--- config.mk ---
export PLATFORM = sky130hd
export DESIGN_NAME = itc_timer
export DESIGN_NICKNAME = d
export VERILOG_FILES = /design/src/itc_counter.v /design/src/itc_timer.v
export VERILOG_INCLUDE_DIRS = /design/src /design/src/src
export SDC_FILE = /design/constraint.sdc
export NUM_CORES = 1
export LEC_CHECK = 0
export BUFFER_PORTS_ARGS = -buffer_cell sky130_fd_sc_hd__buf_2
export CAP_MARGIN = 10
export CORE_UTILIZATION = 50
export DETAILED_ROUTE_END_ITERATION = 6
export PLACE_DENSITY = 0.71
export SLEW_MARGIN = 20
export SYNTH_ARGS = -nofsm -noshare
export SYNTH_HDL_FRONTEND = slang
export SYNTH_SLANG_ARGS = --single-unit
--- constraint.sdc ---
create_clock -name REF_CLK -period 3 [get_ports REF_CLK]
set_input_delay 0.3 -clock REF_CLK [delete_from_list [all_inputs] [get_ports REF_CLK]]
set_output_delay 0.3 -clock REF_CLK [all_outputs]
set_load 0.02 [all_outputs]
--- src/itc_regs.vh ---
/*
  Register map, field positions and reset values of the interval timer.
  Assumes a 32-bit APB slave port, one aligned word per register,
  byte address equal to four times the register index.
*/
`ifndef ITC_REGS_VH
`define ITC_REGS_VH

// ============================================================
// Register indices (byte address = index * 4)
`define ITC_IDX_STATUS 3'h0
`define ITC_IDX_CTRL 3'h1
`define ITC_IDX_PER_LO 3'h2
`define ITC_IDX_PER_HI 3'h3
`define ITC_IDX_CAP_LO 3'h4
`define ITC_IDX_CAP_HI 3'h5
`define ITC_ADDR_W 8

// ============================================================
// Status fields
`define ITC_ST_FLAG 0
`define ITC_ST_RUN 1

// ============================================================
// Command fields
`define ITC_CMD_IRQ_EN 0
`define ITC_CMD_FREE 1
`define ITC_CMD_START 2
`define ITC_CMD_STOP 3

// ============================================================
// Reset values and sizes
`define ITC_RST_PERIOD 32'h0000FFFF
`define ITC_RST_BIT 1'h0
`define ITC_RST_WORD 16'h0000
`define ITC_ZERO 32'h00000000
`define ITC_ONE 32'h00000001

`endif

--- src/itc_counter.v ---
/*
  Down counter core of the interval timer: load, decrement, zero hold,
  reload and running state.
  Assumes load, start and stop arrive as one-cycle pulses on REF_CLK.
*/
`timescale 1ns/1ps
`include "itc_regs.vh"

module itc_counter #(
  parameter [31:0] RESET_COUNT = `ITC_RST_PERIOD
) (
  // Clock and reset
  input wire clk,
  input wire rst,
  // Control
  input wire load,
  input wire load_stops,
  input wire [31:0] load_value,
  input wire start_cmd,
  input wire stop_cmd,
  input wire free_run,
  // State
  output reg [31:0] count_ff,
  output reg run_ff,
  output wire zero_evt
);

  reg [31:0] nxt_count;
  reg nxt_run;

  // ============================================================
  // Zero detection
  // Zero is held for one cycle, so the interval is period plus one
  assign zero_evt = run_ff && (count_ff == `ITC_ZERO);

  // ============================================================
  // Next state
  always @* begin
    nxt_count = count_ff;
    nxt_run = run_ff;
    if (load) begin
      nxt_count = load_value;
      if (load_stops) begin
        nxt_run = 1'b0;
      end
    end else if (run_ff) begin
      if (zero_evt) begin
        nxt_count = load_value;
        if (!free_run) begin
          nxt_run = 1'b0;
        end
      end else begin
        nxt_count = count_ff - `ITC_ONE;
      end
    end
    // Stop acts only while running and start only while idle, so both at once toggles the run state
    if (stop_cmd && run_ff) begin
      nxt_run = 1'b0;
    end else if (start_cmd && !run_ff) begin
      nxt_run = 1'b1;
    end
  end

  // ============================================================
  // State registers
  always @(posedge clk) begin
    if (rst) begin
      count_ff <= RESET_COUNT;
      run_ff <= `ITC_RST_BIT;
    end else begin
      count_ff <= nxt_count;
      run_ff <= nxt_run;
    end
  end

endmodule

--- src/itc_timer.v ---
/*
  Interval timer: APB slave, status and command registers, reload period
  words, capture words and expiry interrupt around a 32-bit down counter.
  Assumes an APB master on REF_CLK and a synchronous active-high reset.
*/
// The APB slave port and the address map are this design's own decisions.
`timescale 1ns/1ps
`include "itc_regs.vh"

module itc_timer #(
  parameter HAS_START_STOP = 1,
  parameter WRITABLE_PERIOD = 1,
  parameter [31:0] FIXED_PERIOD = `ITC_RST_PERIOD
) (
  // Clock and reset
  input wire REF_CLK,
  input wire RST,
  // APB slave
  input wire PSEL,
  input wire PENABLE,
  input wire PWRITE,
  input wire [`ITC_ADDR_W-1:0] PADDR,
  input wire [31:0] PWDATA,
  input wire [3:0] PSTRB,
  output wire PREADY,
  output reg [31:0] PRDATA,
  output reg PSLVERR,
  // Interrupt
  output wire IRQ
);

  // ============================================================
  // Declarations
  reg expiry_irq_enable_ff;
  reg free_running_mode_ff;
  reg expiry_flag_ff;
  reg [15:0] period_lo_ff;
  reg [15:0] period_hi_ff;
  reg [15:0] capture_lo_ff;
  reg [15:0] capture_hi_ff;
  reg nxt_irq_enable;
  reg nxt_free_running;
  reg nxt_flag;
  reg [15:0] nxt_period_lo;
  reg [15:0] nxt_period_hi;
  reg [15:0] nxt_capture_lo;
  reg [15:0] nxt_capture_hi;
  reg [31:0] nxt_prdata;
  reg nxt_pslverr;
  reg [15:0] rd_word;
  reg rd_hit;

  wire [2:0] reg_idx;
  wire word_aligned;
  wire in_range;
  wire acc_wr;
  wire setup_rd;
  wire wr_status;
  wire wr_cmd;
  wire wr_per_lo;
  wire wr_per_hi;
  wire wr_period;
  wire wr_capture;
  wire start_cmd;
  wire stop_cmd;
  wire [31:0] period_now;
  wire [31:0] period_next;
  wire [31:0] count;
  wire run;
  wire zero_evt;

  // ============================================================
  // APB decode
  // Zero wait states; a write takes effect at the access-phase edge
  assign PREADY = 1'b1;
  assign reg_idx = PADDR[4:2];
  assign word_aligned = (PADDR[1:0] == 2'h0);
  assign in_range = (PADDR[`ITC_ADDR_W-1:5] == 3'h0);
  assign acc_wr = PSEL && PENABLE && PWRITE && word_aligned && in_range;
  assign setup_rd = PSEL && !PENABLE && !PWRITE;

  assign wr_status = acc_wr && (reg_idx == `ITC_IDX_STATUS);
  assign wr_cmd = acc_wr && (reg_idx == `ITC_IDX_CTRL);
  assign wr_per_lo = acc_wr && (reg_idx == `ITC_IDX_PER_LO);
  assign wr_per_hi = acc_wr && (reg_idx == `ITC_IDX_PER_HI);
  assign wr_period = wr_per_lo || wr_per_hi;
  assign wr_capture = acc_wr &&
    ((reg_idx == `ITC_IDX_CAP_LO) || (reg_idx == `ITC_IDX_CAP_HI));

  // ============================================================
  // Command events
  // Event bits need the low byte lane, where they live
  assign start_cmd = wr_cmd && PSTRB[0] && PWDATA[`ITC_CMD_START];
  assign stop_cmd = wr_cmd && PSTRB[0] && PWDATA[`ITC_CMD_STOP] &&
    (HAS_START_STOP != 0);

  // ============================================================
  // Command register
  always @* begin
    nxt_irq_enable = expiry_irq_enable_ff;
    nxt_free_running = free_running_mode_ff;
    if (wr_cmd && PSTRB[0]) begin
      nxt_irq_enable = PWDATA[`ITC_CMD_IRQ_EN];
      nxt_free_running = PWDATA[`ITC_CMD_FREE];
    end
  end

  always @(posedge REF_CLK) begin
    if (RST) begin
      expiry_irq_enable_ff <= `ITC_RST_BIT;
      free_running_mode_ff <= `ITC_RST_BIT;
    end else begin
      expiry_irq_enable_ff <= nxt_irq_enable;
      free_running_mode_ff <= nxt_free_running;
    end
  end

  // ============================================================
  // Expiry flag
  // Set beats clear so a zero during a status write is not lost
  always @* begin
    nxt_flag = expiry_flag_ff;
    if (wr_status) begin
      nxt_flag = 1'b0;
    end
    if (zero_evt) begin
      nxt_flag = 1'b1;
    end
  end

  always @(posedge REF_CLK) begin
    if (RST) begin
      expiry_flag_ff <= `ITC_RST_BIT;
    end else begin
      expiry_flag_ff <= nxt_flag;
    end
  end

  assign IRQ = expiry_flag_ff && expiry_irq_enable_ff;

  // ============================================================
  // Reload period words
  // Byte lanes merge into the stored half-words
  always @* begin
    nxt_period_lo = period_lo_ff;
    nxt_period_hi = period_hi_ff;
    if (wr_per_lo && PSTRB[0]) begin
      nxt_period_lo[7:0] = PWDATA[7:0];
    end
    if (wr_per_lo && PSTRB[1]) begin
      nxt_period_lo[15:8] = PWDATA[15:8];
    end
    if (wr_per_hi && PSTRB[0]) begin
      nxt_period_hi[7:0] = PWDATA[7:0];
    end
    if (wr_per_hi && PSTRB[1]) begin
      nxt_period_hi[15:8] = PWDATA[15:8];
    end
  end

  always @(posedge REF_CLK) begin
    if (RST) begin
      period_lo_ff <= FIXED_PERIOD[15:0];
      period_hi_ff <= FIXED_PERIOD[31:16];
    end else if (WRITABLE_PERIOD != 0) begin
      period_lo_ff <= nxt_period_lo;
      period_hi_ff <= nxt_period_hi;
    end
  end

  // A fixed period ignores the written data and reloads the build value
  assign period_now = (WRITABLE_PERIOD != 0) ?
    {period_hi_ff, period_lo_ff} : FIXED_PERIOD;
  assign period_next = (WRITABLE_PERIOD != 0) ?
    {nxt_period_hi, nxt_period_lo} : FIXED_PERIOD;

  // ============================================================
  // Counter core
  // A period of zero would reload zero forever; software must avoid it
  itc_counter #(
    .RESET_COUNT(FIXED_PERIOD)
  ) u_counter (
    .clk(REF_CLK),
    .rst(RST),
    .load(wr_period),
    .load_stops(HAS_START_STOP != 0),
    .load_value(period_next),
    .start_cmd(start_cmd),
    .stop_cmd(stop_cmd),
    .free_run(free_running_mode_ff),
    .count_ff(count),
    .run_ff(run),
    .zero_evt(zero_evt)
  );

  // ============================================================
  // Capture words
  // Both halves taken in one edge so software reads a coherent value
  always @* begin
    nxt_capture_lo = capture_lo_ff;
    nxt_capture_hi = capture_hi_ff;
    if (wr_capture) begin
      nxt_capture_lo = count[15:0];
      nxt_capture_hi = count[31:16];
    end
  end

  always @(posedge REF_CLK) begin
    if (RST) begin
      capture_lo_ff <= `ITC_RST_WORD;
      capture_hi_ff <= `ITC_RST_WORD;
    end else begin
      capture_lo_ff <= nxt_capture_lo;
      capture_hi_ff <= nxt_capture_hi;
    end
  end

  // ============================================================
  // Read mux
  always @* begin
    rd_word = `ITC_RST_WORD;
    rd_hit = 1'b1;
    if (!word_aligned || !in_range) begin
      rd_hit = 1'b0;
    end else if (reg_idx == `ITC_IDX_STATUS) begin
      rd_word[`ITC_ST_FLAG] = expiry_flag_ff;
      rd_word[`ITC_ST_RUN] = run;
    end else if (reg_idx == `ITC_IDX_CTRL) begin
      rd_word[`ITC_CMD_IRQ_EN] = expiry_irq_enable_ff;
      rd_word[`ITC_CMD_FREE] = free_running_mode_ff;
    end else if (reg_idx == `ITC_IDX_PER_LO) begin
      rd_word = period_now[15:0];
    end else if (reg_idx == `ITC_IDX_PER_HI) begin
      rd_word = period_now[31:16];
    end else if (reg_idx == `ITC_IDX_CAP_LO) begin
      rd_word = capture_lo_ff;
    end else if (reg_idx == `ITC_IDX_CAP_HI) begin
      rd_word = capture_hi_ff;
    end else begin
      rd_hit = 1'b0;
    end
  end

  // ============================================================
  // Registered answer
  // Read data is sampled in the setup cycle so it can leave a flip-flop
  always @* begin
    nxt_prdata = PRDATA;
    nxt_pslverr = PSLVERR;
    if (PSEL && !PENABLE) begin
      nxt_pslverr = !rd_hit;
      nxt_prdata = `ITC_ZERO;
      if (setup_rd) begin
        nxt_prdata = {16'h0000, rd_word};
      end
    end
  end

  always @(posedge REF_CLK) begin
    if (RST) begin
      PRDATA <= `ITC_ZERO;
      PSLVERR <= 1'b0;
    end else begin
      PRDATA <= nxt_prdata;
      PSLVERR <= nxt_pslverr;
    end
  end

endmodule

==> run metrics <==
nets=796; Syn Area/Cell=8.171 um2; switching pwr=0.8001 mW; first-pass iteration count of the detailed router=7; post-synthesis mux area share=5.978%; Detail Route Antenna Nets=0; initial antenna violation count=0; Slew @ Worst Pin=0.7471 ns; first-pass GRT wire length=25840 um; I/O Pins=84; DRC viols=0; Simple-Gate Fraction of Synth Area=24.78%; Logic pwr share=4.1%; Port Buffer Count=48; share of layout cells above drive strength 1=16.36%; Setup Skew=0.008724 ns; Reg2Reg Depth=8; most frequent cells in the layout=dfxtp_1 (117), nand2_1 (116), a21oi_1 (73); Core Area=11030 um2; post-layout min period=2.688 ns; largest net degree at the start of global routing=45; Post CTS Setup Buffer Count=0; vias in the first global route=4966; post-DP HPWL=11310 um; Worst setup startpoint=u_counter.count_ff[0]; CP delay by family, top=simple AND/OR/NAND/NOR gates; Post-CTS Resized=0; Register Area=2342 um2; crit share post-route=89.59%; Yosys cell types=63; clk sinks=117; fill count=964; maximum root-to-sink buffer count=2; Post-synth top flop=dfxtp_1; largest stage delay on the critical path=0.56 ns; final setup TNS=0 ns; r2r setup slk=0.31 ns; global placer's final weighted congestion=0.9240; Slew HR=50.20%; xor and xnor area share after synthesis=1.365%; worst min path class=primary input to flip-flop; pwr/cell area=561.7 nW/um2; Final Hold Viols=0; final count of negative-setup-slack endpoints=0; CP bufs+invs=1; Max VDD drop=0.3949 mV; Synth Cell Area=5777 um2; FP Rows=38; Worst path slowest cell=nor3_1; gr usage total=28.57%; startpoint class of the critical path=flip-flop; final WL=16260 um; CP Data Arrival Time=3.02 ns; Die ar.=11990 um2; Compound-Gate Fraction of Synth Area=19.84%; asr flop ratio synth=0%; area of the multi-input gates=3087 um2; routed vias/inst=6.089; hold buffers post-CTS=0; Initial Util=52.37%; adder-cell area share of the yosys netlist=0.2166%; Seq pwr share=41.8%; Critical Path End=u_counter.count_ff[19]; CP Class=flip-flop to flip-flop; Slew Viols, Final=0; CTS root buf=clkbuf_16; Synth Warn #=0; cell-internal power=2.934 mW; Avg WL per Cell=18.10 um; Reg2Reg Launch Point=u_counter.count_ff[0]; clk_lat worst skew=0.41 ns; Crit Reg-Reg Endpoint=u_counter.count_ff[19]; Highest Clock Rate=372.1 MHz; # diodes=0; Layout area overhead=15.10%; placed cell areas=6058 um2; H-tree depth=4; Clk network pwr share=54.1%; max_cap viols=0; Final Power=3.735 mW; Mapped Cells=707; status=finished clean; cts bufs inserted=17; critical-path maximum fanout=9; Chip Height=109.5 um; leakage=2.391 nW; gr ovfl total=0; main combinational cell family by area after synthesis=simple AND/OR/NAND/NOR gates; sw frac=21.43%; Design Area, Final=6649 um2; Clock transition at path regs=0.05 ns; CP required=3.33 ns; CTS tree=yes; drt first-iter violations=562; sequential-to-total area share from yosys stat=40.55%; Die X=109.5 um; RSZ-0062 raised after global routing=no; critical path depth=8; vias=5468; Yosys reg bits=117; cells along the critical path=inv_1 > ha_1 > nor3b_1 > nand4_1 > nor3_1 > nor2_1 > or3_1 > a21oi_1; EDFF count, synth=0; commonest non-fill, non-tap cell in the layout=dfxtp_1; crit end category=flip-flop
## flip-flops by register name (all words and copies together) (netlist names)
name and cells:
expiry_irq_enable_ff 1, free_running_mode_ff 1, u_counter.run_ff 1, period_hi_ff 16, u_counter.count_ff 32, PRDATA 16, period_lo_ff 16, capture_hi_ff 16
PSLVERR 1, capture_lo_ff 16, expiry_flag_ff 1
## per-layer routing
layer | GRT usage [%] | wire [um]
met4 | 11.05 | 323
met3 | 8.239 | 1475
met2 | 43.22 | 7237
met1 | 38.35 | 7221
met5 | 0 | 0
## how the worst min path moves through the flow
stage	slack, ns	end	startpoint	cells after the start
after floorplan	0.44	capture_hi_ff[10]	capture_hi_ff[10]	2
after global placement	0.44	PRDATA[15]	PRDATA[15]	2
after detailed placement	0.44	PRDATA[10]	PRDATA[10]	2
after CTS	0.15	free_running_mode_ff	PWDATA[1]	3
after global routing	0.17	free_running_mode_ff	PWDATA[1]	3
final	0.16	free_running_mode_ff	PWDATA[1]	3
## power by group through the flow
stage          Clock, mW  Sequential [mW]  Combinational, mW
6_report            2.02             1.56              0.153
5_1_grt             2.10             1.56              0.166
4_1_cts             2.04             1.56              0.150
3_5_place_dp           0             1.59              0.149
3_3_place_gp           0             1.59              0.146
2_1_floorplan          0             1.59              0.118
## worst register-to-register path: cells and delay by family (launching register included)
kind / cells / cell delay, ns
compound gates: 1 / 0.15
fa+ha+maj: 1 / 0.17
flops: 1 / 0.35
buf+inv: 1 / 0.11
simple gates: 5 / 1.84
## final cells by class
class                           count  share of cell area (%)
Sequential cell                   117                   35.23
Multi-Input combinational cell    529                   46.42
Clock buffer                       21                   6.925
Clock inverter                     10                   1.957
Timing Repair Buffer               72                   6.323
Inverter                            9                  0.5081
Tap cell                          140                   2.635
## cells by family after synthesis
| family | Yosys count |
|---|---|
| buffers and inverters | 76 |
| adders and majority gates | 1 |
| other | 2 |
| xor gates and xnor gates | 9 |
| AOI/OAI and AO/OA | 185 |
| DFF | 117 |
| and+or+nand+nor | 283 |
| muxes | 34 |
## synth_stat cells (all sizes together) (8+ instances only)
cell type | n | area [um2]
dfxtp | 117 | 2342
nand2 | 116 | 435.4
a21oi | 73 | 365.4
clkbuf | 44 | 206.4
nor2 | 40 | 150.1
o21ai | 31 | 155.2
mux2i | 30 | 300.3
nor3 | 23 | 126.4
buf | 22 | 163.9
a22oi | 19 | 142.6
nand2b | 18 | 112.6
nand3 | 18 | 90.09
o211ai | 16 | 120.1
nor4 | 13 | 126.4
nand4 | 11 | 75.07
inv | 9 | 33.78
or3 | 9 | 56.30
a31oi | 8 | 50.05
## metrics by stage
stage / util (%) / worst slack (ns) / hold WS (ns) / std cells
finish: 60.28 / 0.3123 / 0.1601 / 898
CTS: 60.28 / 0.3783 / 0.1544 / 898
global route: 60.28 / 0.06886 / 0.1682 / 898
global placement: 54.92 / 0.4138 / 0.4356 / 867
detailed placement: 54.92 / 0.3420 / 0.4438 / 867
floorplan: - / 0.5290 / 0.4360 / 722
Note: power is estimated with default switching activity, not from simulation.
